**config.mk**
```make
export PLATFORM = sky130hd
export DESIGN_NAME = itf_core
export DESIGN_NICKNAME = d
export VERILOG_FILES = /design/src/hdl/itf_pkg.sv /design/src/hdl/itf_core.sv /design/src/hdl/itf_alu.sv
export VERILOG_INCLUDE_DIRS = /design/src /design/src/hdl
export SDC_FILE = /design/constraint.sdc
export NUM_CORES = 1
export LEC_CHECK = 0
export BUFFER_PORTS_ARGS = -buffer_cell sky130_fd_sc_hd__buf_2
export CORE_UTILIZATION = 40
export DETAILED_ROUTE_END_ITERATION = 12
export GPL_TIMING_DRIVEN = 0
export PLACE_DENSITY = 0.7
export SLEW_MARGIN = 20
export SYNTH_ARGS = -nofsm -noshare
export SYNTH_HDL_FRONTEND = slang
export SYNTH_SLANG_ARGS = --single-unit
export TNS_END_PERCENT = 100
```
**constraint.sdc**
```tcl
create_clock -name clk_in -period 5.6 [get_ports clk_in]
set_input_delay 0.56 -clock clk_in [delete_from_list [all_inputs] [get_ports clk_in]]
set_output_delay 0.56 -clock clk_in [all_outputs]
set_load 0.01 [all_outputs]
```
**src/hdl/itf_map.svh**
```systemverilog
// Offsets, field positions, reset values and timing counts of the instruction timing block
`ifndef ITF_MAP_SVH
`define ITF_MAP_SVH

`define ITF_CLK_NS      20
`define ITF_ICYC_CLKS   4
`define ITF_PHASE_LAST  2'(`ITF_ICYC_CLKS - 1)
`define ITF_PHASE_RST   2'h0
`define ITF_PHASE_STEP  2'h1

`define ITF_BYTE_RST    8'h00
`define ITF_BYTE_ONES   8'hFF
`define ITF_FLAG_RST    1'b0
`define ITF_ONE         8'h01
`define ITF_MINUS_ONE   8'hFF

`define ITF_NIB_MAX     4'h9
`define ITF_ADJ_LO      8'h06
`define ITF_ADJ_HI      8'h60

`define ITF_TBL_HI_MSB  15
`define ITF_TBL_HI_LSB  8
`define ITF_TBL_LO_MSB  7
`define ITF_TBL_LO_LSB  0

`endif

```
**src/hdl/itf_pkg.sv**
```systemverilog
// Types of the instruction timing block
package itf_pkg;

  typedef enum logic [5:0] {
    OP_NOP, OP_ADD, OP_ADC, OP_SUB, OP_SBC, OP_BCD_ADJ,
    OP_AND, OP_OR, OP_XOR, OP_CMPL, OP_INC, OP_DEC,
    OP_ROT_R, OP_ROT_RC, OP_ROT_L, OP_ROT_LC,
    OP_LOAD_ACC, OP_STORE_ACC, OP_BIT_CLR, OP_BIT_SET,
    OP_BYTE_CLR, OP_BYTE_SET, OP_SWAP,
    OP_BRANCH, OP_CALL, OP_EXIT, OP_EXIT_LIT, OP_INT_EXIT,
    OP_SKIP_Z, OP_SKIP_Z_COPY, OP_SKIP_BIT_CLR, OP_SKIP_BIT_SET,
    OP_INC_SKIP, OP_DEC_SKIP,
    OP_TBL_PAGE, OP_TBL_CUR, OP_TBL_LAST,
    OP_WDT_CLR, OP_WDT_PRE1, OP_WDT_PRE2, OP_HALT
  } itf_op_t;

  typedef enum logic [2:0] {
    ST_RUN   = 3'b001,
    ST_EXTRA = 3'b010,
    ST_HALT  = 3'b100
  } itf_state_t;

  typedef enum logic [1:0] {PG_GIVEN, PG_CUR, PG_LAST} itf_page_t;

  typedef enum logic [1:0] {WD_NONE, WD_FIRST, WD_SECOND} itf_wd_t;

endpackage

```
**src/hdl/itf_core.sv**
```systemverilog
// Instruction cycle sequencer with accumulator, status flags and watchdog flags
//
// Behaviour
// RULE_01 - Add and subtract forms update zero, carry, half carry and signed wrap.
// RULE_02 - Decimal adjust writes the adjusted accumulator to memory, changing only carry.
// RULE_03 - Logic and complement forms take one cycle and change only zero.
// RULE_04 - Increment and decrement change only zero; accumulator forms keep memory intact.
// RULE_05 - Plain rotates keep flags; through-carry rotates shift carry in, change carry.
// RULE_06 - Moves and immediate loads take one cycle and change no flag.
// RULE_07 - Bit clear and set change only the indexed bit 0 to 7, no flag.
// RULE_08 - Jump, call, returns and interrupt return take two cycles, no flag.
// RULE_09 - Zero, bit and increment or decrement skips exist, none touch flags.
// RULE_10 - A taken skip costs two cycles, an untaken one costs one.
// RULE_11 - Writing the program counter low byte costs two cycles.
// RULE_12 - Table fetches take two cycles; high part to table register, low to memory.
// RULE_13 - Nibble exchange swaps halves into memory or accumulator, no flag.
// RULE_14 - Pre-clear pair clears expiry and power-down flags only when back to back.
// RULE_15 - Power-down entry takes one cycle and updates expiry and power-down flags.
// RULE_16 - One instruction cycle is four system clocks.
// RULE_17 - Single watchdog clear resets the watchdog and clears both flags.
// RULE_18 - Power-down stops execution and clock, clears watchdog, sets power-down flag.
// RULE_19 - Decimal adjust adds six per nibble above nine or with its carry set.
// RULE_20 - Memory write-back lands inside the instruction's own cycle count.
`timescale 1ns/1ps
`default_nettype none
`include "itf_map.svh"
module itf_core import itf_pkg::*; (
  input  wire logic        clk_in,
  input  wire logic        sys_rst_in,
  input  wire logic        ce_in,
  input  wire logic        instr_valid_in,
  input  wire itf_op_t     instr_op_in,
  input  wire logic        src_imm_in,
  input  wire logic        dst_mem_in,
  input  wire logic        dst_pc_low_in,
  input  wire logic [7:0]  mem_addr_in,
  input  wire logic [7:0]  mem_data_in,
  input  wire logic [7:0]  imm_in,
  input  wire logic [2:0]  bit_sel_in,
  input  wire logic [15:0] tbl_data_in,
  input  wire logic        wdt_timeout_in,
  input  wire logic        wake_in,
  output logic             instr_ready_out,
  output logic [7:0]       acc_out,
  output logic             zero_flag_out,
  output logic             carry_flag_out,
  output logic             half_carry_flag_out,
  output logic             signed_wrap_flag_out,
  output logic             watchdog_expiry_flag_out,
  output logic             powerdown_flag_out,
  output logic [7:0]       table_high_byte_reg_out,
  output logic             mem_we_out,
  output logic [7:0]       mem_waddr_out,
  output logic [7:0]       mem_wdata_out,
  output logic             skip_out,
  output logic             second_cycle_out,
  output logic             tbl_req_out,
  output itf_page_t        tbl_page_out,
  output logic             wdt_clear_out,
  output logic             clk_stop_out
);

  itf_state_t st_q;
  itf_state_t st_d;
  itf_page_t  page_q;
  itf_wd_t    wd_prev_q;
  logic [1:0] ph_q;
  logic [7:0] acc_q;
  logic [7:0] tbh_q;
  logic [7:0] wdata_q;
  logic [7:0] waddr_q;
  logic       cf_q;
  logic       hcf_q;
  logic       swf_q;
  logic       zf_q;
  logic       expf_q;
  logic       pdn_q;
  logic       we_q;
  logic       skip_q;
  logic       wdc_q;
  logic       treq_q;

  logic [7:0] alu_res;
  logic       alu_c;
  logic       alu_hc;
  logic       alu_sw;
  logic       alu_z;
  logic       upd_z;
  logic       upd_c;
  logic       upd_ar;
  logic       alu_skip;

  // Decode of the presented instruction
  wire itf_op_t op       = instr_op_in;
  wire          cyc_end  = (ph_q == `ITF_PHASE_LAST);
  wire          is_tbl   = (op == OP_TBL_PAGE) || (op == OP_TBL_CUR) || (op == OP_TBL_LAST);
  wire          is_br    = (op == OP_BRANCH) || (op == OP_CALL) || (op == OP_EXIT) ||
                           (op == OP_EXIT_LIT) || (op == OP_INT_EXIT);
  wire          mem_only = (op == OP_BCD_ADJ) || (op == OP_STORE_ACC) ||
                           (op == OP_BIT_CLR) || (op == OP_BIT_SET) ||
                           (op == OP_BYTE_CLR) || (op == OP_BYTE_SET);
  wire          acc_only = (op == OP_LOAD_ACC) || (op == OP_EXIT_LIT) ||
                           (op == OP_SKIP_Z_COPY);
  wire          dst_sel  = (op inside {OP_ADD, OP_ADC, OP_SUB, OP_SBC, OP_AND, OP_OR,
                           OP_XOR, OP_CMPL, OP_INC, OP_DEC, OP_ROT_R, OP_ROT_RC,
                           OP_ROT_L, OP_ROT_LC, OP_INC_SKIP, OP_DEC_SKIP, OP_SWAP});
  wire          wr_mem   = mem_only || (dst_sel && dst_mem_in);
  wire          wr_acc   = acc_only || (dst_sel && !dst_mem_in);
  wire          pcx_wr   = wr_mem && dst_pc_low_in;
  wire          long_op  = is_br || is_tbl || alu_skip || pcx_wr; // RULE_08 RULE_10 RULE_11 RULE_12
  wire [7:0]    opnd     = (src_imm_in || op == OP_EXIT_LIT) ? imm_in : mem_data_in;
  wire          is_halt  = (op == OP_HALT);
  wire          fire     = instr_ready_out && instr_valid_in && ce_in;
  wire          tbl_done = (st_q == ST_EXTRA) && cyc_end && treq_q && ce_in;
  // Pre-clear counts only when the other half ran as the previous instruction
  wire          wd_pair  = ((op == OP_WDT_PRE1) && (wd_prev_q == WD_SECOND)) ||
                           ((op == OP_WDT_PRE2) && (wd_prev_q == WD_FIRST)); // RULE_14
  wire          wd_hit   = fire && ((op == OP_WDT_CLR) || wd_pair); // RULE_17
  wire          halt_go  = fire && is_halt;

  assign instr_ready_out          = (st_q == ST_RUN) && cyc_end; // RULE_16
  assign acc_out                  = acc_q;
  assign zero_flag_out            = zf_q;
  assign carry_flag_out           = cf_q;
  assign half_carry_flag_out      = hcf_q;
  assign signed_wrap_flag_out     = swf_q;
  assign watchdog_expiry_flag_out = expf_q;
  assign powerdown_flag_out       = pdn_q;
  assign table_high_byte_reg_out  = tbh_q;
  assign mem_we_out               = we_q;
  assign mem_waddr_out            = waddr_q;
  assign mem_wdata_out            = wdata_q;
  assign skip_out                 = skip_q;
  assign second_cycle_out         = (st_q == ST_EXTRA);
  assign tbl_req_out              = treq_q;
  assign tbl_page_out             = page_q;
  assign wdt_clear_out            = wdc_q;
  assign clk_stop_out             = (st_q == ST_HALT); // RULE_18

  itf_alu i_itf_alu (
    .op_in         (op),
    .acc_in        (acc_q),
    .opnd_in       (opnd),
    .bit_in        (bit_sel_in),
    .c_in          (cf_q),
    .ac_in         (hcf_q),
    .res_out       (alu_res),
    .c_out         (alu_c),
    .ac_out        (alu_hc),
    .ov_out        (alu_sw),
    .z_out         (alu_z),
    .upd_zf_out    (upd_z),
    .upd_cf_out    (upd_c),
    .upd_arith_out (upd_ar),
    .skip_out      (alu_skip)
  );

  always_comb begin
    st_d = st_q;
    case (st_q)
      ST_RUN: begin
        if (halt_go) begin
          st_d = ST_HALT; // RULE_15
        end else if (fire && long_op) begin
          st_d = ST_EXTRA;
        end
      end
      ST_EXTRA: begin
        if (cyc_end) begin
          st_d = ST_RUN;
        end
      end
      ST_HALT: begin
        if (wake_in) begin
          st_d = ST_RUN;
        end
      end
      default: st_d = ST_RUN;
    endcase
  end

  // Phase held at zero while halted so a wake starts a clean cycle
  always_ff @(posedge clk_in) begin
    if (sys_rst_in) begin
      st_q <= ST_RUN;
      ph_q <= `ITF_PHASE_RST;
    end else if (ce_in) begin
      st_q <= st_d;
      ph_q <= (st_q == ST_HALT) ? `ITF_PHASE_RST : ph_q + `ITF_PHASE_STEP; // RULE_16
    end
  end

  always_ff @(posedge clk_in) begin
    if (sys_rst_in) begin
      acc_q <= `ITF_BYTE_RST;
    end else if (fire && wr_acc) begin
      acc_q <= alu_res; // RULE_04 RULE_06 RULE_13
    end
  end

  always_ff @(posedge clk_in) begin
    if (sys_rst_in) begin
      zf_q  <= `ITF_FLAG_RST;
      cf_q  <= `ITF_FLAG_RST;
      hcf_q <= `ITF_FLAG_RST;
      swf_q <= `ITF_FLAG_RST;
    end else if (fire) begin
      zf_q  <= upd_z ? alu_z : zf_q; // RULE_01 RULE_03 RULE_04
      cf_q  <= upd_c ? alu_c : cf_q; // RULE_02 RULE_05
      hcf_q <= upd_ar ? alu_hc : hcf_q; // RULE_01
      swf_q <= upd_ar ? alu_sw : swf_q; // RULE_01
    end
  end

  // A timeout in the same clock as a clear still sets the expiry flag
  always_ff @(posedge clk_in) begin
    if (sys_rst_in) begin
      expf_q <= `ITF_FLAG_RST;
      pdn_q  <= `ITF_FLAG_RST;
    end else if (ce_in) begin
      if (halt_go) begin
        expf_q <= 1'b0; // RULE_18
        pdn_q  <= 1'b1; // RULE_15
      end else if (wd_hit) begin
        expf_q <= 1'b0; // RULE_14 RULE_17
        pdn_q  <= 1'b0;
      end
      if (wdt_timeout_in) begin
        expf_q <= 1'b1;
      end
    end
  end

  always_ff @(posedge clk_in) begin
    if (sys_rst_in) begin
      wd_prev_q <= WD_NONE;
      wdc_q     <= 1'b0;
    end else if (ce_in) begin
      wdc_q <= wd_hit || halt_go; // RULE_17 RULE_18
      if (fire) begin
        wd_prev_q <= (op == OP_WDT_PRE1) ? WD_FIRST :
                     (op == OP_WDT_PRE2) ? WD_SECOND : WD_NONE; // RULE_14
      end
    end
  end

  always_ff @(posedge clk_in) begin
    if (sys_rst_in) begin
      we_q    <= 1'b0;
      skip_q  <= 1'b0;
      wdata_q <= `ITF_BYTE_RST;
      waddr_q <= `ITF_BYTE_RST;
    end else if (ce_in) begin
      we_q   <= (fire && wr_mem) || tbl_done; // RULE_20
      skip_q <= fire && alu_skip; // RULE_10
      if (fire) begin
        wdata_q <= alu_res; // RULE_07
        waddr_q <= mem_addr_in;
      end else if (tbl_done) begin
        wdata_q <= tbl_data_in[`ITF_TBL_LO_MSB:`ITF_TBL_LO_LSB]; // RULE_12
      end
    end
  end

  always_ff @(posedge clk_in) begin
    if (sys_rst_in) begin
      treq_q <= 1'b0;
      tbh_q  <= `ITF_BYTE_RST;
      page_q <= PG_GIVEN;
    end else if (fire && is_tbl) begin
      treq_q <= 1'b1; // RULE_12
      page_q <= (op == OP_TBL_PAGE) ? PG_GIVEN : (op == OP_TBL_CUR) ? PG_CUR : PG_LAST;
    end else if (tbl_done) begin
      treq_q <= 1'b0;
      tbh_q  <= tbl_data_in[`ITF_TBL_HI_MSB:`ITF_TBL_HI_LSB]; // RULE_12
    end
  end

  // Timing checks assume the clock enable stays high across the window
  a_cycle_spacing: assert property (@(posedge clk_in) disable iff (sys_rst_in || !ce_in) // RULE_16
    fire |=> (!instr_ready_out) [*3]) else $error("instruction accepted inside one cycle");

  a_branch_two_cyc: assert property (@(posedge clk_in) disable iff (sys_rst_in || !ce_in) // RULE_08
    fire && is_br |=> (!instr_ready_out) [*7] ##1 instr_ready_out)
    else $error("branch did not take two cycles");

  a_skip_cycles: assert property (@(posedge clk_in) disable iff (sys_rst_in || !ce_in) // RULE_10
    fire && !is_halt |=> (second_cycle_out == $past(long_op)) && (skip_out == $past(alu_skip)))
    else $error("skip cycle count wrong");

  a_pc_low_long: assert property (@(posedge clk_in) disable iff (sys_rst_in || !ce_in) // RULE_11
    fire && pcx_wr |=> second_cycle_out [*4]) else $error("pc low write not two cycles");

  a_add_flags: assert property (@(posedge clk_in) disable iff (sys_rst_in || !ce_in) // RULE_01
    fire && (op == OP_ADD) |=> zero_flag_out == ($past(alu_res) == `ITF_BYTE_RST) &&
    carry_flag_out == $past(alu_c) && signed_wrap_flag_out == $past(alu_sw))
    else $error("add flags not updated");

  a_logic_flags: assert property (@(posedge clk_in) disable iff (sys_rst_in || !ce_in) // RULE_03
    fire && (op inside {OP_AND, OP_OR, OP_XOR, OP_CMPL}) && !pcx_wr |=>
    $stable(carry_flag_out) && $stable(half_carry_flag_out) &&
    !second_cycle_out) else $error("logic op touched carry or ran long");

  a_rotate_flags: assert property (@(posedge clk_in) disable iff (sys_rst_in || !ce_in) // RULE_05
    fire && (op == OP_ROT_L) |=> $stable(carry_flag_out) && $stable(zero_flag_out))
    else $error("plain rotate changed flags");

  a_adjust_write: assert property (@(posedge clk_in) disable iff (sys_rst_in || !ce_in) // RULE_02
    fire && (op == OP_BCD_ADJ) |=> mem_we_out && $stable(zero_flag_out) && $stable(acc_out))
    else $error("decimal adjust result misplaced");

  a_table_write: assert property (@(posedge clk_in) disable iff (sys_rst_in || !ce_in) // RULE_12
    fire && is_tbl |=> tbl_req_out [*4] ##1 (mem_we_out && !tbl_req_out))
    else $error("table low byte not written at second cycle end");

  a_preclear_single: assert property (@(posedge clk_in) disable iff (sys_rst_in || !ce_in) // RULE_14
    fire && (op == OP_WDT_PRE1) && (wd_prev_q != WD_SECOND) |=> !wdt_clear_out)
    else $error("lone pre-clear cleared watchdog");

  a_halt_flags: assert property (@(posedge clk_in) disable iff (sys_rst_in || !ce_in) // RULE_15
    halt_go |=> powerdown_flag_out && clk_stop_out && wdt_clear_out)
    else $error("power-down entry flags wrong");

endmodule // itf_core
`default_nettype wire

```
**src/hdl/itf_alu.sv**
```systemverilog
// Result, flag and skip computation for one instruction
`timescale 1ns/1ps
`default_nettype none
`include "itf_map.svh"
module itf_alu import itf_pkg::*; (
  input  wire itf_op_t    op_in,
  input  wire logic [7:0] acc_in,
  input  wire logic [7:0] opnd_in,
  input  wire logic [2:0] bit_in,
  input  wire logic       c_in,
  input  wire logic       ac_in,
  output logic [7:0]      res_out,
  output logic            c_out,
  output logic            ac_out,
  output logic            ov_out,
  output logic            z_out,
  output logic            upd_zf_out,
  output logic            upd_cf_out,
  output logic            upd_arith_out,
  output logic            skip_out
);

  // Returns {wrap, half carry, carry, sum}
  function automatic logic [10:0] add_f(input logic [7:0] a, input logic [7:0] b,
                                        input logic ci);
    logic [8:0] s;
    logic [4:0] h;
    s = {1'b0, a} + {1'b0, b} + {8'h00, ci};
    h = {1'b0, a[3:0]} + {1'b0, b[3:0]} + {4'h0, ci};
    add_f = {(a[7] == b[7]) && (s[7] != a[7]), h[4], s};
  endfunction

  // Carry set means no borrow on subtract
  wire        is_sub = (op_in == OP_SUB) || (op_in == OP_SBC);
  wire        ar_cin = (op_in == OP_ADC || op_in == OP_SBC) ? c_in : is_sub;
  wire [10:0] ar     = add_f(acc_in, is_sub ? ~opnd_in : opnd_in, ar_cin);
  wire        id_dec = (op_in == OP_DEC) || (op_in == OP_DEC_SKIP);
  wire [10:0] id     = add_f(opnd_in, id_dec ? `ITF_MINUS_ONE : `ITF_ONE, 1'b0);
  wire        adj_lo = (acc_in[3:0] > `ITF_NIB_MAX) || ac_in;
  wire        adj_hi = (acc_in[7:4] > `ITF_NIB_MAX) || c_in;
  wire [7:0]  adj    = (adj_hi ? `ITF_ADJ_HI : `ITF_BYTE_RST) |
                       (adj_lo ? `ITF_ADJ_LO : `ITF_BYTE_RST);
  wire [10:0] dr     = add_f(acc_in, adj, 1'b0);
  wire [7:0]  bm     = `ITF_ONE << bit_in;
  wire [7:0]  lg     = (op_in == OP_AND) ? (acc_in & opnd_in) :
                       (op_in == OP_OR)  ? (acc_in | opnd_in) :
                       (op_in == OP_XOR) ? (acc_in ^ opnd_in) : ~opnd_in;

  assign z_out = (res_out == `ITF_BYTE_RST);

  always_comb begin
    res_out       = acc_in;
    c_out         = c_in;
    ac_out        = ac_in;
    ov_out        = 1'b0;
    upd_zf_out    = 1'b0;
    upd_cf_out    = 1'b0;
    upd_arith_out = 1'b0;
    skip_out      = 1'b0;
    case (op_in)
      OP_ADD, OP_ADC, OP_SUB, OP_SBC: begin
        res_out       = ar[7:0]; // RULE_01
        c_out         = ar[8];
        ac_out        = ar[9];
        ov_out        = ar[10];
        upd_zf_out    = 1'b1;
        upd_cf_out    = 1'b1;
        upd_arith_out = 1'b1;
      end
      OP_BCD_ADJ: begin
        res_out    = dr[7:0]; // RULE_19
        c_out      = c_in | dr[8]; // RULE_02
        upd_cf_out = 1'b1;
      end
      OP_AND, OP_OR, OP_XOR, OP_CMPL: begin
        res_out    = lg; // RULE_03
        upd_zf_out = 1'b1;
      end
      OP_INC, OP_DEC: begin
        res_out    = id[7:0]; // RULE_04
        upd_zf_out = 1'b1;
      end
      OP_ROT_R: res_out = {opnd_in[0], opnd_in[7:1]}; // RULE_05
      OP_ROT_L: res_out = {opnd_in[6:0], opnd_in[7]}; // RULE_05
      OP_ROT_RC: begin
        res_out    = {c_in, opnd_in[7:1]}; // RULE_05
        c_out      = opnd_in[0];
        upd_cf_out = 1'b1;
      end
      OP_ROT_LC: begin
        res_out    = {opnd_in[6:0], c_in}; // RULE_05
        c_out      = opnd_in[7];
        upd_cf_out = 1'b1;
      end
      OP_LOAD_ACC, OP_EXIT_LIT: res_out = opnd_in; // RULE_06
      OP_STORE_ACC: res_out = acc_in; // RULE_06
      OP_BIT_CLR: res_out = opnd_in & ~bm; // RULE_07
      OP_BIT_SET: res_out = opnd_in | bm; // RULE_07
      OP_BYTE_CLR: res_out = `ITF_BYTE_RST;
      OP_BYTE_SET: res_out = `ITF_BYTE_ONES;
      OP_SWAP: res_out = {opnd_in[3:0], opnd_in[7:4]}; // RULE_13
      OP_SKIP_Z: skip_out = (opnd_in == `ITF_BYTE_RST); // RULE_09
      OP_SKIP_Z_COPY: begin
        res_out  = opnd_in; // RULE_09
        skip_out = (opnd_in == `ITF_BYTE_RST);
      end
      OP_SKIP_BIT_CLR: skip_out = !opnd_in[bit_in]; // RULE_09
      OP_SKIP_BIT_SET: skip_out = opnd_in[bit_in]; // RULE_09
      OP_INC_SKIP, OP_DEC_SKIP: begin
        res_out  = id[7:0]; // RULE_09
        skip_out = (id[7:0] == `ITF_BYTE_RST);
      end
      default: ;
    endcase
  end

endmodule // itf_alu
`default_nettype wire

```
# Word-level counts from Yosys, hierarchy flattened
# Cells that the tools add are included.
[totals] romBits=0 ff_bits=51 mem_bits_rw=0 mem_count=0 input_bits=58 elab_cells=202 latchBits=0
[classes] n_mux=36 reduce_logical=76 div=0 mul=0 add_sub_neg=7 bitwise_logic=10 n_eq_ne=51 magnitude_cmp=3 shift=1
[ops] cell="8-bit one-hot mux with 14 select lines" count=1
[ops] cell="6-bit by 5-bit == test with 1-bit output (second input constant)" count=16
[ops] cell="8-bit 2-to-1 mux" count=8
[ops] cell="6-bit == test (second input constant)" count=9
[ops] cell="6-bit by 4-bit == test with 1-bit output (second input constant)" count=8
[ops] cell="1-bit logical OR" count=28
[ops] cell="6-bit by 3-bit == test with 1-bit output (second input constant)" count=4
[ops] cell="8-bit zero test" count=3
[ops] cell="8-bit bitwise OR" count=3
[ops] cell="1-bit logical AND" count=19
[ops] cell="8-bit by 8-bit adder with 9-bit output" count=2
[ops] cell="17-bit nonzero test" count=1
[ops] cell="8-bit bitwise AND" count=2
[ops] cell="8-bit inverter" count=2
[ops] cell="3-bit 2-to-1 mux" count=5
[ops] cell="2-bit AND reduction" count=7
[ops] cell="6-bit by 2-bit == test with 1-bit output (second input constant)" count=2
[ops] cell="1-bit 2-to-1 mux" count=12
[ops] cell="4-bit OR reduction" count=3
[ops] cell="2-bit 2-to-1 mux" count=5
[ops] cell="10-bit OR reduction" count=1
[ops] cell="9-bit by 1-bit adder with 9-bit output" count=1
[ops] cell="3-bit one-hot mux with 3 select lines" count=1
[ops] cell="8-bit adder" count=1
[ops] cell="32 further kinds" count=40

# Logic depth before layout (Yosys ltp)
# Gate-level depths: netlist of run 1.
[depth] word_depth=13 depth_mapped=19 mapped_depth_nobuf=17

# By module
# From an unflattened synthesis of run 1, not the netlist that was laid out.
[hier_totals] cells_unflattened=667 area_unflattened_um2=5141.2
[by_module_without_submodules] mod="itf_alu" cells_per_inst=366 area_per_inst_um2=2656.3 n_inst=1
[by_module_without_submodules] mod="itf_core" cells_per_inst=301 area_per_inst_um2=2484.9 n_inst=1

# Least setup slack after synthesis of run 1
# Ideal clock, no wire load.
[synth_path] kind="in2reg" startpoint="input instr_op_in[1]" endpoint="register zf_q, in the netlist zero_flag_out" setup_time_ns=0.069 t_arrival_ns=4.235 path_stages=19 t_required_ns=5.531 n_path_buf=2 setup_slack_ns=1.296 cell_sequence="buf_2 > buf_1 > inv_1 > nor2_1 > a21o_1 > nand2_1 > xnor2_1 > fa_1 > fa_1 > a21o_1 > a21oi_1 > o21bai_1 > a21oi_1 > xnor2_1 > and2_1 > a311oi_1 > o22a_1 > nand4_1 > o21ai_1"
[synth_between] elab_chain_len=9 word_cells_on_any_way=54 cone_classes="3 x add/sub; 25 x eq/ne; 9 x mux; 6 x bitwise; 11 x reduce/logical"
[synth_rtl] element="from (decl)" line="itf_core.sv:32" text="input wire itf_op_t instr_op_in,"
[synth_rtl] element="6-bit by 5-bit == test with 1-bit output" line="itf_core.sv:111, itf_alu.sv:60"
[synth_rtl] element="1-bit logical OR" line="itf_core.sv:111" text="wire [7:0] opnd = (src_imm_in || op == OP_EXIT_LIT) ? imm_in : mem_data_in;"
[synth_rtl] element="8-bit 2-to-1 mux" line="itf_core.sv:111"
[synth_rtl] element="8-bit inverter / 8-bit XOR (equally long branches)" line="itf_alu.sv:36, itf_alu.sv:47"
[synth_rtl] element="8-bit 2-to-1 mux, on equally long branches" line="itf_alu.sv:36, itf_alu.sv:47"
[synth_rtl] element="8-bit by 8-bit adder with 9-bit output / 8-bit 2-to-1 mux (equally long branches)" line="itf_alu.sv:28, itf_alu.sv:46"
[synth_rtl] element="9-bit by 1-bit adder with 9-bit output / 8-bit 2-to-1 mux (equally long branches)" line="itf_alu.sv:28, itf_alu.sv:45"
[synth_rtl] element="8-bit one-hot mux with 14 select lines" line="itf_alu.sv:60" text="case (op_in)"
[synth_rtl] element="8-bit zero test (no line)"
[synth_rtl] element="to (signal assigned)" line="itf_core.sv:203" text="zf_q <= `ITF_FLAG_RST;"
[synth_rtl] element="to (signal assigned)" line="itf_core.sv:208" text="zf_q <= upd_z ? alu_z : zf_q;"
[synth_rtl] element="to (decl)" line="itf_core.sv:75" text="logic zf_q;"
# Several ways; a longest one is shown, not always the timed one.
# A chain may end at the register's enable or synchronous reset.

# Worst setup path after layout of run 1
[layout_path] startpoint="input instr_op_in[1]" endpoint="register acc_q[6], in the netlist acc_out[6]"
[layout_between] elab_chain_len=8 word_cells_on_any_way=56 cone_classes="3 x add/sub; 25 x eq/ne; 8 x mux; 6 x bitwise; 14 x reduce/logical"
[layout_rtl] element="6-bit by 5-bit == test with 1-bit output" line="itf_core.sv:102, itf_core.sv:111, itf_alu.sv:60"
[layout_rtl] element="1-bit logical OR" line="itf_core.sv:111"
[layout_rtl] element="8-bit 2-to-1 mux" line="itf_core.sv:111"
[layout_rtl] element="8-bit inverter / 8-bit XOR (equally long branches)" line="itf_alu.sv:36, itf_alu.sv:47"
[layout_rtl] element="8-bit 2-to-1 mux, on equally long branches" line="itf_alu.sv:36, itf_alu.sv:47"
[layout_rtl] element="8-bit by 8-bit adder with 9-bit output / 8-bit 2-to-1 mux (equally long branches)" line="itf_alu.sv:28, itf_alu.sv:46"
[layout_rtl] element="9-bit by 1-bit adder with 9-bit output / 8-bit 2-to-1 mux (equally long branches)" line="itf_alu.sv:28, itf_alu.sv:45"
[layout_rtl] element="8-bit one-hot mux with 14 select lines" line="itf_alu.sv:60"
[layout_rtl] element="to (signal assigned)" line="itf_core.sv:195" text="acc_q <= `ITF_BYTE_RST;"
[layout_rtl] element="to (signal assigned)" line="itf_core.sv:197" text="acc_q <= alu_res;"
[layout_rtl] element="to (decl)" line="itf_core.sv:68" text="logic [7:0] acc_q;"
# Several ways; a longest one is shown, not always the timed one.

==> impl_metrics.yaml, run 1 <==
layout:
  layout-drive-gt1-share_pct: 18.67
  stdcell_count: 986
  final_common_cell: "nand2_1"
  area_delta_synth_final_pct: 17.05
  final_cell_mix: "111 x nand2_1, 104 x buf_2, 69 x a21oi_1"
  diodes: 0
  final_cell_area_mm2: 0.006037
  final_util_pct: 47.84
  fin_nets: 907
power_and_ir_drop:
  finalPower_mw: 0.9895
  intPower_mw: 0.6861
  p_leak_nw: 2.432
  power_frac_seq_pct: 37.0
  p_switching_mw: 0.3034
  ir_drop_mv: 0.1326
  powerDensity_mw_per_mm2: 163.9
  p_comb_share_pct: 27.2
  switching_share_pct: 30.66
  p_clk_share_pct: 35.8
logic_synthesis:
  seq_area_frac_synth_pct: 19.80
  synth.cell_area_mm2: 0.005157
  synthCells: 708
  yosysUniqueCellTypes: 92
  synth_xor_area_share_pct: 4.925
  synth_top_family_by_area: "compound AO/OA/AOI/OAI gates"
  ys.flop_type: "dfxtp_1"
  synth-edff-count: 0
  synth_compound_area_share_pct: 29.28
  syn-num-nets: 802
  ys_ff_latch: 51
  async_flop_share_pct: 0
  synth_mux_area_share_pct: 4.731
  synth_warnings: 0
  avgSynthCellArea_um2: 7.285
  yosys.area_share.adder_pct: 9.316
  yosys.area_share.simple_pct: 25.86
routing:
  routed_wl_um: 17950
  via_count: 5822
  viasPerCell: 5.905
  wl_per_cell_um: 18.21
  drc_errors: 0
  drtPass1Iterations: 5
  postRouteAntennaNets: 0
  drt_iter0_drc: 560
cts:
  cts_hold_buf: 0
  cts_resized: 0
  cts_post_setup_buffers_inserted: 0
  cts_tree: "done"
  cts_made_buffers: 5
  clk_latency_ns: 0.29
  cts_sinks: 51
  cts_root_buf: "clkbuf_16"
  clock_path_buffers: 2
  htreeDepth: 2
  path_clk_slew_ns: 0.06
timing:
  grt_setup_unrepaired: "false"
  fin_ws_ns: 0.5012
  setup_tns_ns: 0
  final.period_utilization_pct: 91.05
  setup_viol_count_final: 0
  finClkSkew_ns: 0.002934
  min_period_ns: 5.099
  hold_slack_ns: 0.4482
  clock.fmax_mhz: 196.1
  max-slew-margin-rel_pct: 38.47
  max_slew.worst_pin.slew_ns: 0.9159
  drv_slew: 0
  hold_viol: 0
critical_path:
  crit_fanout: 10
  cp-end-kind: "register"
  max_stage_delay_ns: 0.54
  crit_chain: "buf_2 -> buf_2 -> buf_1 -> inv_1 -> nor2_1 -> a21o_1 -> nand2_1 -> xnor2_1 -> fa_1 -> fa_1 -> a21o_1 -> a21oi_1 -> o21bai_1 -> a21oi_1 -> xnor2_1 -> and2_1 -> a311oi_1 -> o22ai_1 -> mux2i_1 -> nor2_1"
  arrival_ns: 5.25
  rrSetupSlack_ns: 1.70
  cp_slowest_cell: "fa_1"
  cp_data_required_time_ns: 5.75
  start_kind: "primary input"
  critical_path_class: "in2reg"
floorplanning:
  io_pins: 105
  dieArea_mm2: 0.01335
  rows: 41
  core_mm2: 0.01262
  die-height_um: 115.6
  start_util_pct: 40.87
  die_w_um: 115.6
placement:
  globalplace.congestion: 0.9937
  hpwl_um: 13730
  place_inst: 978
  dpl_worst_slack_ns: 0.3582
  placed_area_mm2: 0.005863
  io_buffers: 98
global_routing:
  gr-total-overflow: 0
  first_global_vias: 5028
  grt_pass1_wl_um: 27260
  grt_max_degree: 16
  antenna_found_initial: 0
  track_usage_pct: 26.31
job:
  drv_cap: 0
status:
  status: "finished clean"
min_path:
  hp-class: "reg2reg"
-- per-layer routing --
metal | GRT usage, % | wire, µm | vias up
met5 | 0 | 0 | -
met1 | 37.63 | 8172 | 2740
met4 | 9.004 | 620 | 0
met2 | 40.08 | 7737 | 254
met3 | 3.870 | 1421 | 42
li1 | - | - | 2786
-- power groups by stage --
stage	clock network, mW	logic [mW]	registers, mW
after floorplan	0	0.178	0.375
after global placement	0	0.258	0.374
after detailed placement	0	0.260	0.374
after CTS	0.358	0.262	0.366
after global routing	0.374	0.289	0.366
final	0.354	0.270	0.366
-- worst paths after layout --
check / startpoint / to / depth (start not counted)
max: instr_op_in[1] / acc_out[6] / 20
min: tbl_page_out[0] / tbl_page_out[0] / 2
max reg2reg: acc_out[1] / zero_flag_out / 14
min reg2reg: tbl_page_out[0] / tbl_page_out[0] / 2
-- critical path: cells and delay by family --
kind / cells / cell delay, ns
AO/OA/AOI/OAI: 7 / 1.42
XOR/XNOR: 2 / 0.35
adder cells (fa/ha/maj): 2 / 0.98
buffers and inverters: 4 / 1.05
AND/OR/NAND/NOR: 4 / 0.73
multiplexers: 1 / 0.15
-- cell families (layout without fill, tap and decap cells) --
family                   Yosys count  in the layout
AND/OR/NAND/NOR                  279            279
AO/OA/AOI/OAI                    219            219
buffers and inverters             75            181
flip-flops                        51             51
adder cells (fa/ha/maj)           36             36
XOR/XNOR                          29             29
multiplexers                      19             19
-- final cells by class --
class                   count  area [µm²]
plain buffers              43       183.9
clock buffers               6       138.9
fillers                  1313        6583
clock inverters             2       35.03
repair buffers             98       490.5
well taps                 172       215.2
flip-flops and latches     51        1021
inverters                  32       130.1
multi-input cells         582        3822
-- registers in the layout (all words and copies together) (netlist names) --
register                  flops
mem_wdata_out                 8
ph_q                          2
zero_flag_out                 1
acc_out                       8
wd_prev_q                     2
skip_out                      1
table_high_byte_reg_out       8
powerdown_flag_out            1
mem_waddr_out                 8
signed_wrap_flag_out          1
tbl_page_out                  2
mem_we_out                    1
watchdog_expiry_flag_out      1
st_q                          3
carry_flag_out                1
half_carry_flag_out           1
wdt_clear_out                 1
tbl_req_out                   1
-- cells in the mapped netlist, drive strengths merged (7+ instances only) --
cell type	n	area, µm²
a311oi	7	61.31
a21oi	70	361.6
nor4	7	50.05
nand2	111	416.7
nand4	9	56.30
buf	14	75.07
dfxtp	51	1021
mux2i	9	93.84
mux2	8	105.1
inv	30	117.6
and3	9	56.30
xnor2	26	227.7
o211ai	9	67.56
nand2b	15	93.84
ha	32	400.4
o21a	7	52.55
clkbuf	29	108.9
o21ai	38	193.9
nor2	65	246.5
a211oi	8	65.06
nand3	7	35.03
nor3	19	95.09
No activity file was read; power rests on OpenSTA's default activity.
==> run 2: changes to the inputs <==
--- a/config.mk
+++ b/config.mk
@@ -7,10 +7,10 @@
 export NUM_CORES = 1
 export LEC_CHECK = 0
 export BUFFER_PORTS_ARGS = -buffer_cell sky130_fd_sc_hd__buf_2
-export CORE_UTILIZATION = 40
+export CORE_UTILIZATION = 38
 export DETAILED_ROUTE_END_ITERATION = 12
 export GPL_TIMING_DRIVEN = 0
-export PLACE_DENSITY = 0.7
+export PLACE_DENSITY = 0.68
 export SLEW_MARGIN = 20
 export SYNTH_ARGS = -nofsm -noshare
 export SYNTH_HDL_FRONTEND = slang
==> run 2 against run 1 <==
Non-clock buffer count decreased by 1. Cell area decreased by 0.46%. Via count decreased by 1.5%. Count of clock-buffer cells in the layout decreased by 1. Clock skew increased by 0.00088 ns. Global-route usage decreased by 0.87 points. Register-to-register slack improved by 0.07 ns. Sequential power about the same. Worst setup slack improved by 0.16 ns. Total power decreased by 5.8%. Wire length increased by 1.4%. Largest cell class unchanged. Largest power group unchanged. Highest routed layer unchanged.
==> impl_metrics.yaml, run 2 (synthesized netlist as in run 1, its figures left out) <==
power_and_ir_drop:
  ir_drop_mv: 0.1273
  p_switching_mw: 0.3039
  p_comb_share_pct: 28.8
  powerDensity_mw_per_mm2: 155.1
  power_frac_seq_pct: 39.3
  p_leak_nw: 2.410
  switching_share_pct: 32.59
  p_clk_share_pct: 32.0
  finalPower_mw: 0.9323
  intPower_mw: 0.6284
critical_path:
  arrival_ns: 5.09
  crit_fanout: 10
  critical_path_class: "in2reg"
  start_kind: "primary input"
  cp-end-kind: "register"
  cp_data_required_time_ns: 5.75
timing:
  fin_ws_ns: 0.6636
  max_slew.worst_pin.slew_ns: 1.115
  final.period_utilization_pct: 88.15
  min_period_ns: 4.936
  hold_slack_ns: 0.4524
  hold_viol: 0
  setup_viol_count_final: 0
  drv_slew: 0
  max-slew-margin-rel_pct: 24.97
  finClkSkew_ns: 0.003817
  clock.fmax_mhz: 202.6
  grt_setup_unrepaired: "false"
  setup_tns_ns: 0
cts:
  cts_root_buf: "clkbuf_16"
  cts_tree: "done"
  clk_latency_ns: 0.29
  cts_sinks: 51
  htreeDepth: 2
  path_clk_slew_ns: 0.07
  cts_made_buffers: 5
  cts_resized: 0
  clock_path_buffers: 2
min_path:
  hp-class: "reg2reg"
routing:
  wl_per_cell_um: 18.41
  postRouteAntennaNets: 0
  viasPerCell: 5.799
  drc_errors: 0
  via_count: 5735
  drtPass1Iterations: 5
  drt_iter0_drc: 609
  routed_wl_um: 18210
layout:
  area_delta_synth_final_pct: 16.52
  layout-drive-gt1-share_pct: 18.70
  fillCellCount: 1401
  diodes: 0
  final_cell_mix: "111 x nand2_1, 104 x buf_2, 69 x a21oi_1"
  multiInputGateArea_mm2: 0.003822
  final_common_cell: "nand2_1"
  regArea_mm2: 0.001021
  final_util_pct: 45.38
  final_cell_area_mm2: 0.006010
  fin_nets: 906
  stdcell_count: 989
placement:
  globalplace.congestion: 0.9624
  dpl_worst_slack_ns: 0.2559
  hpwl_um: 13900
  placed_area_mm2: 0.005868
  io_buffers: 98
  place_inst: 982
global_routing:
  track_usage_pct: 25.44
  first_global_vias: 5268
  gr-total-overflow: 0
  grt_max_degree: 17
  grt_pass1_wl_um: 28490
  antenna_found_initial: 0
floorplanning:
  core_mm2: 0.01324
  start_util_pct: 38.95
  io_pins: 105
  die-height_um: 118.5
  rows: 42
  dieArea_mm2: 0.01404
  die_w_um: 118.5
job:
  drv_cap: 0
status:
  status: "finished clean"
-- run 2: cell count changes in the layout (fill, tap and decap cells not counted) --
cell        change
clkinvlp_4      +2
buf_1           -1
bufinv_16       -1
clkbuf_8        -1
-- run 2: layout make-up --
type,instances,area share (%)
tap,176,3.664
inverter,32,2.165
clock inverter,3,0.3331
multi-input combinational,582,63.61
buffer,42,2.998
clock buffer,5,2.082
timing repair buffer,98,8.162
sequential,51,16.99
-- run 2: final timing paths --
check	endpoint	start	depth (start not counted)	slack, ns
setup reg to reg	zero_flag_out	acc_out[1]	14	1.77
hold reg to reg	powerdown_flag_out	powerdown_flag_out	2	0.45
setup / recovery	acc_out[6]	instr_op_in[2]	19	0.66
hold / removal	powerdown_flag_out	powerdown_flag_out	2	0.45
-- run 2: critical path, stage by stage --
cell	delay [ns]
buf_2	0.12
clkbuf_1	0.35
buf_1	0.43
nor2_1	0.13
a21o_1	0.20
nand2_1	0.39
xnor2_1	0.16
fa_1	0.52
fa_1	0.43
a21o_1	0.17
a21oi_1	0.29
o21bai_1	0.13
a21oi_1	0.24
xnor2_1	0.11
and2_1	0.16
a311oi_1	0.30
o22ai_1	0.18
mux2i_1	0.15
nor2_1	0.05
-- run 2: power groups by stage --
stage | logic (mW) | registers [mW] | clock network (mW)
after CTS | 0.262 | 0.366 | 0.300
after floorplan | 0.178 | 0.375 | 0
after global placement | 0.260 | 0.374 | 0
after global routing | 0.290 | 0.366 | 0.315
after detailed placement | 0.260 | 0.374 | 0
final | 0.268 | 0.366 | 0.298
-- run 2: repair_timing --
action | in CTS | in global routing
hold buffers | 0 | 0
setup buffers | 0 | 0
endpoints found under the setup margin | 0 | 1
-- run 2: layer usage --
metal / global-route usage (%) / routed length (µm)
met5: 0 / 0
met4: 5.696 / 308
met3: 3.764 / 1354
met2: 40.04 / 8110
met1: 36.43 / 8432
